File: src/logic/fxu_pkg.sv
package fxu_pkg;

	// Flag bit positions
	localparam int unsigned BIT_CARRY = 0;
	localparam int unsigned BIT_RSVD_ONE = 1;
	localparam int unsigned BIT_PARITY = 2;
	localparam int unsigned BIT_HALF_CARRY = 4;
	localparam int unsigned BIT_ZERO = 6;
	localparam int unsigned BIT_SIGN = 7;
	localparam int unsigned BIT_IRQ_EN = 9;
	localparam int unsigned BIT_DIR = 10;
	localparam int unsigned BIT_IO_PRIV_LO = 12;
	localparam int unsigned BIT_IO_PRIV_HI = 13;
	localparam int unsigned BIT_RESUME = 16;
	localparam int unsigned BIT_V86 = 17;
	localparam int unsigned BIT_ALIGN_CHK = 18;
	localparam int unsigned BIT_PROBE = 21;

	// Flag masks and reset value
	localparam logic [31:0] FLAGS_RESET = 32'h0000_0002;
	localparam logic [31:0] POP_WORD_MASK = 32'h0000_0DD5;
	localparam logic [31:0] POP_DWORD_EXTRA = 32'h0024_0000;
	localparam logic [31:0] IO_PRIV_MASK = 32'h0000_3000;
	localparam logic [31:0] IRQ_EN_MASK = 32'h0000_0200;
	localparam logic [31:0] PUSH_CLEAR_MASK = 32'h0003_0000;

	// Register map, byte addresses
	localparam int unsigned AXI_ADDR_W = 8;
	localparam logic [7:0] REG_CTRL = 8'h00;
	localparam logic [7:0] REG_FLAGS = 8'h04;
	localparam logic [7:0] REG_STATUS = 8'h08;
	localparam int unsigned CTRL_ACC_HI_OK = 0;
	localparam int unsigned STAT_BUSY = 0;
	localparam int unsigned STAT_FAULT = 1;
	localparam logic [1:0] AXI_OKAY = 2'h0;
	localparam logic [1:0] AXI_SLVERR = 2'h2;

	// Stack access sizes
	localparam logic [1:0] SZ_WORD = 2'h0;
	localparam logic [1:0] SZ_DWORD = 2'h1;
	localparam logic [1:0] SZ_QWORD = 2'h2;

	typedef enum logic [3:0] {
		OP_FLAGS_TO_ACC_HI,
		OP_ACC_HI_TO_FLAGS,
		OP_PUSH_WORD,
		OP_PUSH_DWORD,
		OP_POP_WORD,
		OP_POP_DWORD,
		OP_SET_IRQ_EN,
		OP_CLR_IRQ_EN,
		OP_SET_DIR,
		OP_CLR_DIR
	} fxu_op_e;

	typedef enum logic [1:0] {
		ST_IDLE,
		ST_PUSH,
		ST_POP_REQ,
		ST_POP_WAIT
	} fxu_state_e;

	typedef enum logic [1:0] {
		SEL_NONE,
		SEL_CTRL,
		SEL_FLAGS,
		SEL_STATUS
	} fxu_sel_e;

	typedef struct packed {
		fxu_state_e st;
		logic [31:0] flags;
		logic [7:0] acc_hi;
		logic stk_write;
		logic [1:0] stk_size;
		logic [63:0] stk_data;
		logic done;
		logic fault;
		logic last_fault;
		logic acc_hi_ok;
		logic bvalid;
		logic [1:0] bresp;
		logic rvalid;
		logic [31:0] rdata;
		logic [1:0] rresp;
	} fxu_state_s;

	// Status flags into the accumulator high byte, bit for bit
	function automatic logic [7:0] fxu_acc_hi_pack(input logic [31:0] f);
		fxu_acc_hi_pack = {f[BIT_SIGN], f[BIT_ZERO], 1'b0, f[BIT_HALF_CARRY], 1'b0,
			f[BIT_PARITY], 1'b0, f[BIT_CARRY]};
	endfunction : fxu_acc_hi_pack

	// Register select from a byte address
	function automatic fxu_sel_e fxu_reg_sel(input logic [AXI_ADDR_W-1:0] a);
		logic [7:0] w;
		w = {a[AXI_ADDR_W-1:2], 2'b00};
		if (w == REG_CTRL)
			fxu_reg_sel = SEL_CTRL;
		else if (w == REG_FLAGS)
			fxu_reg_sel = SEL_FLAGS;
		else if (w == REG_STATUS)
			fxu_reg_sel = SEL_STATUS;
		else
			fxu_reg_sel = SEL_NONE;
	endfunction : fxu_reg_sel

endpackage : fxu_pkg

File: src/logic/fxu_pop_if.sv
`timescale 1ns/10ps
interface fxu_pop_if;
	logic [31:0] old_flags;
	logic [31:0] pop_data;
	logic [1:0] priv_level;
	logic dword;
	logic [31:0] new_flags;

	modport calc (
		input old_flags,
		input pop_data,
		input priv_level,
		input dword,
		output new_flags
	);

	modport user (
		output old_flags,
		output pop_data,
		output priv_level,
		output dword,
		input new_flags
	);
endinterface : fxu_pop_if

File: src/logic/fxu_pop_merge.sv
`timescale 1ns/10ps
module fxu_pop_merge
	import fxu_pkg::*;
(
	fxu_pop_if.calc pm
);
	logic [31:0] mask;

	always_comb
	begin
		mask = POP_WORD_MASK; // [RULE6]
		if (pm.dword)
			mask = mask | POP_DWORD_EXTRA; // [RULE9]
		if (pm.priv_level == 2'h0)
			mask = mask | IO_PRIV_MASK; // [RULE7] [RULE10]
		if (pm.old_flags[BIT_IO_PRIV_HI:BIT_IO_PRIV_LO] >= pm.priv_level)
			mask = mask | IRQ_EN_MASK; // [RULE8] [RULE10]
	end

	// Unmasked bits keep their value
	assign pm.new_flags = (pm.old_flags & ~mask) | (pm.pop_data & mask); // [RULE19]
endmodule : fxu_pop_merge

File: src/logic/fxu_top.sv
// Function
// RULE1: Flags-to-accumulator-high copies sign, zero, half-carry, parity, carry to bits 7,6,4,2,0.
// RULE2: That copy leaves bits 5,3,1 undefined and leaves the flags untouched.
// RULE3: Accumulator-high-to-flags loads those five flags from bits 7,6,4,2,0.
// RULE4: Word push of flags pushes only the low 16 flag bits.
// RULE5: Doubleword push pushes all 32 flag bits with resume and virtual-8086 cleared.
// RULE6: Word pop updates only bits 11,10,8,7,6,4,2,0 from the popped word.
// RULE7: Pops update the I/O privilege field only at privilege level 0.
// RULE8: Pops update interrupt enable only when I/O privilege is at least privilege level.
// RULE9: Doubleword pop may also update alignment-check bit 18 and probe bit 21.
// RULE10: Doubleword pop applies the same privilege guards as the word pop.
// RULE11: Maskable interrupt requests are serviced while interrupt enable is set, masked otherwise.
// RULE12: Set and clear interrupt-enable operations write the flag to one and zero.
// RULE13: Interrupt-enable set and clear are permitted only as mode and privilege allow.
// RULE14: In 64-bit mode the accumulator-high transfers need the capability bit set.
// RULE15: Word push and pop behave alike inside and outside 64-bit mode.
// RULE16: In 64-bit mode doubleword push pushes 64 bits, resume and virtual-8086 cleared.
// RULE17: In 64-bit mode doubleword pop pops 64 bits, loads low half, upper bits zero.
// RULE18: Direction set and clear write the flag; indexes step up when clear, down when set.
// RULE19: Flag bits a pop may not change keep their previous value.
// RULE20: The five status flags live at flag bits 7,6,4,2,0.
//
// The register offsets and the AXI4-Lite interface to the registers are this design's own decisions.
`timescale 1ns/10ps
module fxu_top
	import fxu_pkg::*;
#(
	parameter bit ACC_HI_64_RESET = 1'b1
)
(
	input wire logic clock_in,
	input wire logic rst_in,
	input wire logic clk_en_in,
	input wire logic op_valid_in,
	output logic op_ready_out,
	input wire fxu_op_e op_in,
	input wire logic mode64_in,
	input wire logic prot_mode_in,
	input wire logic [1:0] priv_level_in,
	input wire logic [7:0] acc_hi_in,
	output logic [7:0] acc_hi_out,
	output logic done_out,
	output logic fault_out,
	output logic stk_req_valid_out,
	input wire logic stk_req_ready_in,
	output logic stk_req_write_out,
	output logic [1:0] stk_req_size_out,
	output logic [63:0] stk_req_data_out,
	input wire logic stk_rsp_valid_in,
	input wire logic [63:0] stk_rsp_data_in,
	output logic [63:0] flags_out,
	input wire logic maskable_irq_pin_in,
	output logic irq_service_out,
	output logic index_step_down_out,
	input wire logic [AXI_ADDR_W-1:0] s_axi_awaddr,
	input wire logic s_axi_awvalid,
	output logic s_axi_awready,
	input wire logic [31:0] s_axi_wdata,
	input wire logic [3:0] s_axi_wstrb,
	input wire logic s_axi_wvalid,
	output logic s_axi_wready,
	output logic [1:0] s_axi_bresp,
	output logic s_axi_bvalid,
	input wire logic s_axi_bready,
	input wire logic [AXI_ADDR_W-1:0] s_axi_araddr,
	input wire logic s_axi_arvalid,
	output logic s_axi_arready,
	output logic [31:0] s_axi_rdata,
	output logic [1:0] s_axi_rresp,
	output logic s_axi_rvalid,
	input wire logic s_axi_rready
);
	localparam fxu_state_s RESET_STATE = '{
		st: ST_IDLE,
		flags: FLAGS_RESET,
		acc_hi: 8'h00,
		stk_write: 1'b0,
		stk_size: SZ_WORD,
		stk_data: 64'h0000_0000_0000_0000,
		done: 1'b0,
		fault: 1'b0,
		last_fault: 1'b0,
		acc_hi_ok: ACC_HI_64_RESET,
		bvalid: 1'b0,
		bresp: AXI_OKAY,
		rvalid: 1'b0,
		rdata: 32'h0000_0000,
		rresp: AXI_OKAY
	};

	fxu_state_s cur_ff;
	fxu_state_s nxt_cur;
	logic op_take;
	logic acc_ok;
	logic irq_ok;
	logic wr_take;
	logic rd_take;
	logic [31:0] push_img;
	fxu_sel_e wr_sel;
	fxu_sel_e rd_sel;

	fxu_pop_if pop_bus ();

	fxu_pop_merge u_pop_merge (
		.pm(pop_bus)
	);

	assign pop_bus.old_flags = cur_ff.flags;
	assign pop_bus.pop_data = stk_rsp_data_in[31:0]; // [RULE17]
	assign pop_bus.priv_level = priv_level_in;
	assign pop_bus.dword = (cur_ff.stk_size != SZ_WORD);

	// Issue handshake
	assign op_ready_out = clk_en_in && (cur_ff.st == ST_IDLE);
	assign op_take = op_valid_in && op_ready_out;
	assign acc_ok = !mode64_in || cur_ff.acc_hi_ok; // [RULE14]
	assign irq_ok = !prot_mode_in
		|| (priv_level_in <= cur_ff.flags[BIT_IO_PRIV_HI:BIT_IO_PRIV_LO]); // [RULE13]
	assign push_img = cur_ff.flags & ~PUSH_CLEAR_MASK; // [RULE5] [RULE16]

	// Register bus handshakes
	assign wr_take = clk_en_in && s_axi_awvalid && s_axi_wvalid && !cur_ff.bvalid;
	assign rd_take = clk_en_in && s_axi_arvalid && !cur_ff.rvalid;
	assign wr_sel = fxu_reg_sel(s_axi_awaddr);
	assign rd_sel = fxu_reg_sel(s_axi_araddr);

	always_comb
	begin
		nxt_cur = cur_ff;
		nxt_cur.done = 1'b0;
		nxt_cur.fault = 1'b0;
		unique case (cur_ff.st)
			ST_IDLE:
			begin
				if (op_take)
				begin
					nxt_cur.done = 1'b1;
					case (op_in)
						OP_FLAGS_TO_ACC_HI:
						begin
							if (acc_ok)
								nxt_cur.acc_hi = fxu_acc_hi_pack(cur_ff.flags); // [RULE1] [RULE2]
							else
								nxt_cur.fault = 1'b1; // [RULE14]
						end
						OP_ACC_HI_TO_FLAGS:
						begin
							if (acc_ok)
							begin
								nxt_cur.flags[BIT_SIGN] = acc_hi_in[7]; // [RULE3] [RULE20]
								nxt_cur.flags[BIT_ZERO] = acc_hi_in[6];
								nxt_cur.flags[BIT_HALF_CARRY] = acc_hi_in[4];
								nxt_cur.flags[BIT_PARITY] = acc_hi_in[2];
								nxt_cur.flags[BIT_CARRY] = acc_hi_in[0];
							end
							else
								nxt_cur.fault = 1'b1; // [RULE14]
						end
						OP_PUSH_WORD:
						begin
							nxt_cur.done = 1'b0;
							nxt_cur.st = ST_PUSH;
							nxt_cur.stk_write = 1'b1;
							nxt_cur.stk_size = SZ_WORD; // [RULE15]
							nxt_cur.stk_data = {48'h0000_0000_0000, cur_ff.flags[15:0]}; // [RULE4]
						end
						OP_PUSH_DWORD:
						begin
							nxt_cur.done = 1'b0;
							nxt_cur.st = ST_PUSH;
							nxt_cur.stk_write = 1'b1;
							nxt_cur.stk_size = mode64_in ? SZ_QWORD : SZ_DWORD; // [RULE16]
							nxt_cur.stk_data = {32'h0000_0000, push_img}; // [RULE5]
						end
						OP_POP_WORD:
						begin
							nxt_cur.done = 1'b0;
							nxt_cur.st = ST_POP_REQ;
							nxt_cur.stk_write = 1'b0;
							nxt_cur.stk_size = SZ_WORD; // [RULE15]
						end
						OP_POP_DWORD:
						begin
							nxt_cur.done = 1'b0;
							nxt_cur.st = ST_POP_REQ;
							nxt_cur.stk_write = 1'b0;
							nxt_cur.stk_size = mode64_in ? SZ_QWORD : SZ_DWORD; // [RULE17]
						end
						OP_SET_IRQ_EN:
						begin
							if (irq_ok)
								nxt_cur.flags[BIT_IRQ_EN] = 1'b1; // [RULE12]
							else
								nxt_cur.fault = 1'b1; // [RULE13]
						end
						OP_CLR_IRQ_EN:
						begin
							if (irq_ok)
								nxt_cur.flags[BIT_IRQ_EN] = 1'b0; // [RULE12]
							else
								nxt_cur.fault = 1'b1; // [RULE13]
						end
						OP_SET_DIR:
							nxt_cur.flags[BIT_DIR] = 1'b1; // [RULE18]
						OP_CLR_DIR:
							nxt_cur.flags[BIT_DIR] = 1'b0; // [RULE18]
						default:
							nxt_cur.fault = 1'b1;
					endcase
				end
			end
			ST_PUSH:
			begin
				if (stk_req_ready_in)
				begin
					nxt_cur.st = ST_IDLE;
					nxt_cur.done = 1'b1;
				end
			end
			ST_POP_REQ:
			begin
				if (stk_req_ready_in)
					nxt_cur.st = ST_POP_WAIT;
			end
			ST_POP_WAIT:
			begin
				if (stk_rsp_valid_in)
				begin
					nxt_cur.flags = pop_bus.new_flags; // [RULE6] [RULE9] [RULE19]
					nxt_cur.flags[BIT_RSVD_ONE] = 1'b1;
					nxt_cur.st = ST_IDLE;
					nxt_cur.done = 1'b1;
				end
			end
		endcase
		if (nxt_cur.fault)
			nxt_cur.last_fault = 1'b1;
		// Register writes
		if (wr_take)
		begin
			nxt_cur.bvalid = 1'b1;
			nxt_cur.bresp = (wr_sel == SEL_NONE) ? AXI_SLVERR : AXI_OKAY;
			if (wr_sel == SEL_CTRL && s_axi_wstrb[0])
				nxt_cur.acc_hi_ok = s_axi_wdata[CTRL_ACC_HI_OK]; // [RULE14]
			if (wr_sel == SEL_STATUS && s_axi_wstrb[0] && s_axi_wdata[STAT_FAULT]
				&& !nxt_cur.fault)
				nxt_cur.last_fault = 1'b0;
		end
		else if (cur_ff.bvalid && s_axi_bready)
			nxt_cur.bvalid = 1'b0;
		// Register reads
		if (rd_take)
		begin
			nxt_cur.rvalid = 1'b1;
			nxt_cur.rresp = AXI_OKAY;
			nxt_cur.rdata = 32'h0000_0000;
			unique case (rd_sel)
				SEL_CTRL:
					nxt_cur.rdata[CTRL_ACC_HI_OK] = cur_ff.acc_hi_ok;
				SEL_FLAGS:
					nxt_cur.rdata = cur_ff.flags;
				SEL_STATUS:
				begin
					nxt_cur.rdata[STAT_BUSY] = (cur_ff.st != ST_IDLE);
					nxt_cur.rdata[STAT_FAULT] = cur_ff.last_fault;
				end
				SEL_NONE:
					nxt_cur.rresp = AXI_SLVERR;
			endcase
		end
		else if (cur_ff.rvalid && s_axi_rready)
			nxt_cur.rvalid = 1'b0;
	end

	always_ff @(posedge clock_in or posedge rst_in)
	begin
		if (rst_in)
			cur_ff <= RESET_STATE;
		else if (clk_en_in)
			cur_ff <= nxt_cur;
	end

	// Outputs
	assign acc_hi_out = cur_ff.acc_hi;
	assign done_out = cur_ff.done;
	assign fault_out = cur_ff.fault;
	assign stk_req_valid_out = (cur_ff.st == ST_PUSH) || (cur_ff.st == ST_POP_REQ);
	assign stk_req_write_out = cur_ff.stk_write;
	assign stk_req_size_out = cur_ff.stk_size;
	assign stk_req_data_out = cur_ff.stk_data;
	assign flags_out = {32'h0000_0000, cur_ff.flags}; // [RULE17]
	assign irq_service_out = maskable_irq_pin_in && cur_ff.flags[BIT_IRQ_EN]; // [RULE11]
	assign index_step_down_out = cur_ff.flags[BIT_DIR]; // [RULE18]
	assign s_axi_awready = wr_take;
	assign s_axi_wready = wr_take;
	assign s_axi_bvalid = cur_ff.bvalid;
	assign s_axi_bresp = cur_ff.bresp;
	assign s_axi_arready = rd_take;
	assign s_axi_rvalid = cur_ff.rvalid;
	assign s_axi_rdata = cur_ff.rdata;
	assign s_axi_rresp = cur_ff.rresp;
endmodule : fxu_top

File: config.mk
export PLATFORM = sky130hd
export DESIGN_NAME = fxu_top
export DESIGN_NICKNAME = d
export VERILOG_FILES = /design/src/logic/fxu_pkg.sv /design/src/logic/fxu_pop_if.sv /design/src/logic/fxu_pop_merge.sv /design/src/logic/fxu_top.sv
export SDC_FILE = /design/constraint.sdc
export NUM_CORES = 1
export LEC_CHECK = 0
export ABC_AREA = 1
export BUFFER_PORTS_ARGS = -buffer_cell sky130_fd_sc_hd__buf_2
export CAP_MARGIN = 25
export CORE_MARGIN = 10
export CORE_UTILIZATION = 50
export DETAILED_ROUTE_END_ITERATION = 16
export PLACE_DENSITY = 0.83
export SYNTH_ARGS = -nofsm -noshare
export SYNTH_HDL_FRONTEND = slang
export SYNTH_HIERARCHICAL = 1
export SYNTH_SLANG_ARGS = --single-unit
File: constraint.sdc
create_clock -name clock_in -period 8.5 [get_ports clock_in]
set_input_delay 0 -clock clock_in [delete_from_list [all_inputs] [get_ports clock_in]]
set_output_delay 0 -clock clock_in [all_outputs]
set_load 0.05 [all_outputs]
==> impl_summary.txt, run 1 <==
----------------------------------------------------
[CTS]
  Root Driver ... sky130_fd_sc_hd__clkbuf_16
  Count of clock tree sinks ... around 110
  Clock insertion delay at the later pin of the skew report ... about 0.35 ns
  Setup repair bufs after CTS ... 0
  PostCTS Resize Cnt ... 0
  Quantity of hold-fixing buffers added after cts ... 26
  H-tree levels ... 3
  TritonCTS clock tree ... done
  Clock buffers created by TritonCTS ... 9
  Clock tree buffer depth ... 2
  Clk pin slew, worst setup/hold paths ... ~0.07 ns

[Floorplanning]
  Overall die width ... between 100 and 150 µm
  Die area ... 18400 µm²
  Initial core utilization ... between 50% and 60%
  Row count ... 42
  Floorplan Core Area ... around 13000 µm²
  Die extent in y ... between 100 and 150 µm
  Top-Level Pins ... 330

[Place]
  Routability-driven placement congestion ratio ... ~0.86
  Final HPWL DP ... 11400 µm
  Total placed cells including tap cells ... 961
  Count of input and output buffers ... 166
  Post-Place Cell Area ... ~6300 µm²

[Final layout]
  Number of nets in the finished design ... roughly 970
  Number of fill cells in the layout ... between 1000 and 1500
  Leading cell type in the layout, fill and taps excluded ... sky130_fd_sc_hd__nand2_1
  Highest-count cells in the layout ignoring fill and taps ... sky130_fd_sc_hd__nand2_1 (219), sky130_fd_sc_hd__buf_2 (166), sky130_fd_sc_hd__dfrtp_1 (110)
  Filler-free cell count of the finished design ... about 1000
  Cell area after layout ... around 7000 µm²
  ANT cells ... 0
  Final core occ ... 52.7%
  Fraction of final layout cells sized beyond drive strength 1 ... slightly below 30%
  Area overhead of the layout relative to synthesis ... 3.77%

[Synthesis]
  Avg Inst Size Synth ... 8.70 µm²
  Total standard cell area after synthesis ... roughly 6700 µm²
  Gate Count Post-Synth ... 767
  Number of synthesis warnings ... 6

[STA]
  Final worst path period share ... 26.2%
  Tightest slew margin relative to the limit ... 42.0%
  Transition time of the tightest slew-check pin ... 0.870 ns
  Shortest period the worst path allows ... roughly 2.2 ns
  Final Hold Slack ... approximately 0.013 ns
  Maximum operating frequency ... about 450 MHz
  Unrepaired setup endpoints after global routing ... no
  Post-Route Setup TNS ... 0 ns
  Hold violation total from the final report ... 0
  Final-report setup violation count ... 0
  Clock tree skew after final layout ... roughly 0.0085 ns
  Number of pins exceeding their max-slew limit in the final report ... 0

[Power]
  Leakage component of the power ... 4.02 nW
  Power share of the clock group ... between 20 and 25%
  Power per cell area ... between 200 and 300 nW/µm²
  Largest vdd supply drop ... 0.215 mV
  Sequential Power Share ... 36.3%
  NetSw ... 0.000815 W
  Combinational share of power ... approximately two fifths
  Switching share of total power ... ~44%
  Internal power ... 0.00102 W

[Worst setup path]
  Kind of capture point of the worst setup path ... output pin
  Worst setup SP type ... flop
  Worst path bufs/invs ... 5
  Largest fanout on the critical path ... 30
  Maximum cell stage delay along the critical path ... 0.40 ns
  Cells along the critical path ... inv_1 > nand3_2 > buf_4 > inv_1 > buf_4 > buf_2
  Kind of critical path ... flop to output pin
  CP Data Arrival Time ... about 2.2 ns
  Data required time at the worst endpoint ... around 8.5 ns
  Cell type of the slowest stage on the worst timing path ... sky130_fd_sc_hd__dfrtp_1
  Family with the most delay on the worst path ... buffers and inverters

[Route]
  Initial DRT Pass Iterations ... 5
  Count of vias placed by the detailed router ... 4573
  Starting DRT DRC Count ... ~270
  Antenna Nets Post-Route ... 0
  Remaining DRCs ... 0
  Final Routed Wirelength ... roughly 16000 µm
  Mean number of vias per cell ... 4.56
  Routed wirelength normalized by instance count ... 15.7 µm

[Global route]
  All-layer global routing usage ... between 10% and 20%
  Number of global-route vias before repair ... roughly 4500
  Antenna violations before repair ... 0
  Congestion Overflow GR ... 0
  Wire length of the first global-routing pass ... 24600 µm
  Pin count of the biggest net entering global routing ... 70

[Job]
  Maximum Capacitance Violations ... 0

[Outcome]
  Status ... complete, no violations

[Hold path]
  Path class of the lowest-slack min-delay path ... input port to flop

----------------------------------------------------
## final timing paths
check / from / to / slack [ns] / cells after the start
hold / removal: stk_rsp_data_in[10] / pop_bus.old_flags[10]$_DFFE_PP0P_ / 0.01 / 3
max in group asynchronous: rst_in / pop_bus.old_flags[25]$_DFFE_PP0P_ / 6.97 / 4
hold reg to reg: stk_req_data_out[5]$_DFFE_PP0P_ / stk_req_data_out[5]$_DFFE_PP0P_ / 0.47 / 2
setup reg to reg: cur_ff[149]$_DFFE_PP0P_ / stk_req_data_out[2]$_DFFE_PP0P_ / 6.32 / 7
min in group asynchronous: rst_in / pop_bus.old_flags[17]$_DFFE_PP0P_ / 0.24 / 3
setup / recovery: s_axi_rvalid$_DFFE_PP0P_ / s_axi_arready / 6.28 / 6
## routing by layer
| metal | part of all wire (%) | GRT usage [%] | routed length, µm |
|---|---|---|---|
| met1 | 42 | 20.6 | 6570 |
| met2 | 49 | 27.9 | 7760 |
| met3 | 7.3 | 5.34 | 1160 |
| met4 | 1.9 | 6.22 | 306 |
| met5 | 0 | 0 | 0 |
## per-stage QoR
stage	setup WS, ns	total power, W
floorplan	5.57	0.00134
global placement	6.35	0.00137
detailed placement	6.32	0.00138
CTS	6.27	0.00185
global route	6.10	0.00193
finish	6.28	0.00183
## worst reg2reg max path, cell delays in order, from the launching register on
cell	delay [ns]
sky130_fd_sc_hd__dfrtp_1	0.42
sky130_fd_sc_hd__inv_1	0.10
sky130_fd_sc_hd__ha_1	0.40
sky130_fd_sc_hd__nand3_4	0.20
sky130_fd_sc_hd__nor2_8	0.42
sky130_fd_sc_hd__inv_4	0.29
sky130_fd_sc_hd__nand2_1	0.17
sky130_fd_sc_hd__o21ai_2	0.06
## sequential cells by signal (all words and copies together), names as in the netlist, 2 cells and up
| register | flops |
|---|---|
| s_axi_rdata | 32 |
| pop_bus.old_flags | 31 |
| stk_req_data_out | 30 |
| acc_hi_out | 5 |
| cur_ff | 4 |
| stk_req_size_out | 2 |
## layout make-up
| type | instances | area [µm²] | area share (%) |
|---|---|---|---|
| clock inverter | 6 | 83.8 | 1.21 |
| tap | 176 | 220 | 3.18 |
| timing repair buffer | 196 | 1120 | 16.2 |
| clock buffer | 10 | 229 | 3.31 |
| multi-input combinational | 459 | 2310 | 33.4 |
| sequential | 111 | 2780 | 40.1 |
| inverter | 45 | 175 | 2.53 |
## power by group through the flow
stage	logic [W]	clock network, W	registers, W
final	0.000719	0.000447	0.000666
after global routing	0.000772	0.000483	0.000676
after CTS	0.000721	0.000458	0.000666
after detailed placement	0.000709	0	0.000675
after global placement	0.000702	0	0.000670
after floorplan	0.000656	0	0.000687
Power figures use the tool's default switching activity.
==> run 2: changes to the inputs <==
CORE_UTILIZATION = 43   (was 50)
PLACE_DENSITY = 0.76   (was 0.83)
clock period = 1.79 ns   (was 8.5 ns; I/O delays follow)
==> run 2 against run 1 <==
  * Die area grew 14%
  * Hold slack gained 0.0038 ns
  * Clock power grew to 4.7 times the previous value
  * Worst setup slack lost 6.2 ns
  * Wire length grew 3.9%
  * Register-to-register slack lost 6.2 ns
  * Combinational power grew to 4.8 times the previous value
==> impl_summary.txt, run 2 (synthesis gave the netlist of run 1 again) <==
----------------------------------------------------
[Outcome]
  Status ... complete, no violations (unchanged)

[Floorplanning]
  Die area ... 20900 µm² (was 18400 µm²)
  Initial core utilization ... 43.9% (was 50.8%)
  Row count ... 45 (was 42)
  Floorplan Core Area ... 15200 µm² (was 13100 µm²)
  Overall die width ... 145 µm (was 136 µm)
  Die extent in y ... 145 µm (was 136 µm)
  Top-Level Pins ... 330 (unchanged)

[Final layout]
  Area overhead of the layout relative to synthesis ... 6.71% (was 3.77%)
  Number of flip-flops under the largest register name ... 32 (unchanged)
  Leading cell type in the layout, fill and taps excluded ... sky130_fd_sc_hd__nand2_1 (unchanged)
  Number of nets in the finished design ... 990 (was 974)
  ANT cells ... 0 (unchanged)
  Cell area after layout ... 7120 µm² (was 6920 µm²)
  Fraction of final layout cells sized beyond drive strength 1 ... 30.1% (was 29.1%)
  Highest-count cells in the layout ignoring fill and taps ... sky130_fd_sc_hd__nand2_1 (219), sky130_fd_sc_hd__buf_2 (166), sky130_fd_sc_hd__dfrtp_1 (110) (unchanged)
  Final core occ ... 46.8% (was 52.7%)

[Route]
  Count of vias placed by the detailed router ... 4627 (was 4573)
  Starting DRT DRC Count ... 260 (was 271)
  Routed wirelength normalized by instance count ... 15.9 µm (was 15.7 µm)
  Remaining DRCs ... 0 (unchanged)
  Mean number of vias per cell ... 4.49 (was 4.56)
  Final Routed Wirelength ... 16400 µm (was 15800 µm)
  Initial DRT Pass Iterations ... 4 (was 5)
  Antenna Nets Post-Route ... 0 (unchanged)

[Worst setup path]
  Kind of critical path ... flop to flop (was flop to output pin)
  Origin of the worst setup path ... cur_ff[150]$_DFFE_PP0P_ (was s_axi_rvalid$_DFFE_PP0P_)
  Register-to-register path setup slack ... 0.11 ns (was 6.32 ns)
  Data required time at the worst endpoint ... 2.03 ns (was 8.50 ns)
  Depth of the worst register-to-register path ... 6 (was 7)
  Startpoint of the worst-slack reg-to-reg timing path ... cur_ff[150]$_DFFE_PP0P_ (was cur_ff[149]$_DFFE_PP0P_)
  Worst setup SP type ... flop (unchanged)
  Kind of capture point of the worst setup path ... flop (was output pin)
  Critical path capture point ... pop_bus.old_flags[31]$_DFFE_PP0P_ (was s_axi_arready)
  Worst flop-to-flop path endpoint ... pop_bus.old_flags[31]$_DFFE_PP0P_ (was stk_req_data_out[2]$_DFFE_PP0P_)
  Largest fanout on the critical path ... 6 (was 30)
  CP Data Arrival Time ... 1.92 ns (was 2.22 ns)

[CTS]
  Clock tree buffer depth ... 2 (unchanged)
  Clk pin slew, worst setup/hold paths ... 0.08 ns (was 0.07 ns)
  Count of clock tree sinks ... 111 (unchanged)
  Setup repair bufs after CTS ... 0 (unchanged)
  H-tree levels ... 3 (unchanged)
  Clock insertion delay at the later pin of the skew report ... 0.35 ns (about the same)
  Root Driver ... sky130_fd_sc_hd__clkbuf_16 (unchanged)
  TritonCTS clock tree ... done (unchanged)
  Clock buffers created by TritonCTS ... 9 (unchanged)

[STA]
  Clock tree skew after final layout ... 0.00990 ns (was 0.00848 ns)
  Shortest period the worst path allows ... approximately 1.7 ns
  Final worst path period share ... 93.6%
  Final-report setup violation count ... 0 (unchanged)
  Number of pins exceeding their max-slew limit in the final report ... 0 (unchanged)
  Post-Route Setup TNS ... 0 ns (unchanged)
  Maximum operating frequency ... just under 600 MHz
  Unrepaired setup endpoints after global routing ... no (unchanged)
  Hold violation total from the final report ... 0 (unchanged)

[Place]
  Final HPWL DP ... 12300 µm (was 11400 µm)
  Routability-driven placement congestion ratio ... 0.850 (was 0.859)
  Post-Place Cell Area ... 6490 µm² (was 6350 µm²)
  Count of input and output buffers ... 166 (unchanged)

[Global route]
  Antenna violations before repair ... 0 (unchanged)
  Number of global-route vias before repair ... 4661 (was 4511)
  Congestion Overflow GR ... 0 (unchanged)
  All-layer global routing usage ... 15.3% (was 17.0%)
  Pin count of the biggest net entering global routing ... 65 (was 70)
  Wire length of the first global-routing pass ... 25200 µm (was 24600 µm)

[Power]
  Largest vdd supply drop ... 0.815 mV (was 0.215 mV)
  Leakage component of the power ... 4.10 nW (was 4.02 nW)
  Power per cell area ... 1230 nW/µm² (was 265 nW/µm²)

[Job]
  Maximum Capacitance Violations ... 0 (unchanged)

[Hold path]
  Path class of the lowest-slack min-delay path ... input port to flop (unchanged)

----------------------------------------------------
[run 2: changes by cell type in the layout (fill, tap and decap cells not counted), sizes merged]
cell	delta
clkinv	+1
clkinvlp	+2
inv	-1
buf	+12
bufinv	-1
clkbuf	-1
dlygate4sd3	+4
[run 2: metrics by stage]
step | std cells | hold slack, ns | setup slack [ns] | total power, W
4_1_cts | 1031 | 0.00228 | 0.0927 | 0.00879
3_5_place_dp | 985 | -0.0407 | 0.118 | 0.00664
2_1_floorplan | 837 | 0.0962 | 0.224 | 0.00638
3_3_place_gp | 985 | -0.0404 | 0.146 | 0.00659
5_1_grt | 1031 | 0.0482 | 0.0102 | 0.00919
6_report | 1031 | 0.0167 | 0.115 | 0.00874
[run 2: final cells by class]
class	instances	area [µm²]
Clock buffer	9	225
Timing Repair Buffer	212	1290
Multi-Input combinational cell	459	2330
Sequential cell	111	2780
Tap cell	188	235
Inverter	45	176
Clock inverter	7	83.8
Fill cell	1472	8080
[run 2: timing repair]
item / 4_1_cts / 5_1_grt
hold buffers: 30 / 0
hold endpoints to repair: 129 / 0
setup endpoints to repair: 0 / 10
resized for setup: 0 / 2
[run 2: worst min path at each step]
stage | start | endpoint | slack, ns | cells after the start
after floorplan | s_axi_wdata[0] | cur_ff[38]$_DFFE_PP1P_ | 0.1 | 2
after global placement | rst_in | pop_bus.old_flags[13]$_DFFE_PP0P_ | -0.04 | 2
after detailed placement | rst_in | pop_bus.old_flags[13]$_DFFE_PP0P_ | -0.04 | 2
after CTS | stk_rsp_data_in[0] | pop_bus.old_flags[0]$_DFFE_PP0P_ | 0.002 | 5
after global routing | s_axi_awaddr[3] | s_axi_bresp[1]$_DFFE_PP0P_ | 0.05 | 4
final | stk_rsp_data_in[13] | pop_bus.old_flags[13]$_DFFE_PP0P_ | 0.02 | 5
[run 2: report_power, final]
group | switching (W) | total (W) | internal (W)
registers | 0.000296 | 0.00315 | 0.00286
logic | 0.00269 | 0.00348 | 0.000792
clock network | 0.000998 | 0.00210 | 0.00111
[run 2: worst max-delay path, cell delays in order, from the launching register on]
cell and delay [ns]:
sky130_fd_sc_hd__dfrtp_1 0.43, sky130_fd_sc_hd__ha_1 0.23, sky130_fd_sc_hd__nand2_1 0.10, sky130_fd_sc_hd__clkinv_2 0.10
sky130_fd_sc_hd__nand2_4 0.14, sky130_fd_sc_hd__buf_4 0.21, sky130_fd_sc_hd__mux2_2 0.35
[run 2: layer usage]
metal  track usage (%)  part of all wire [%]
met5                 0                     0
met4              4.89                   1.5
met3              3.67                   6.8
met2              26.0                    50
met1              18.7                    41
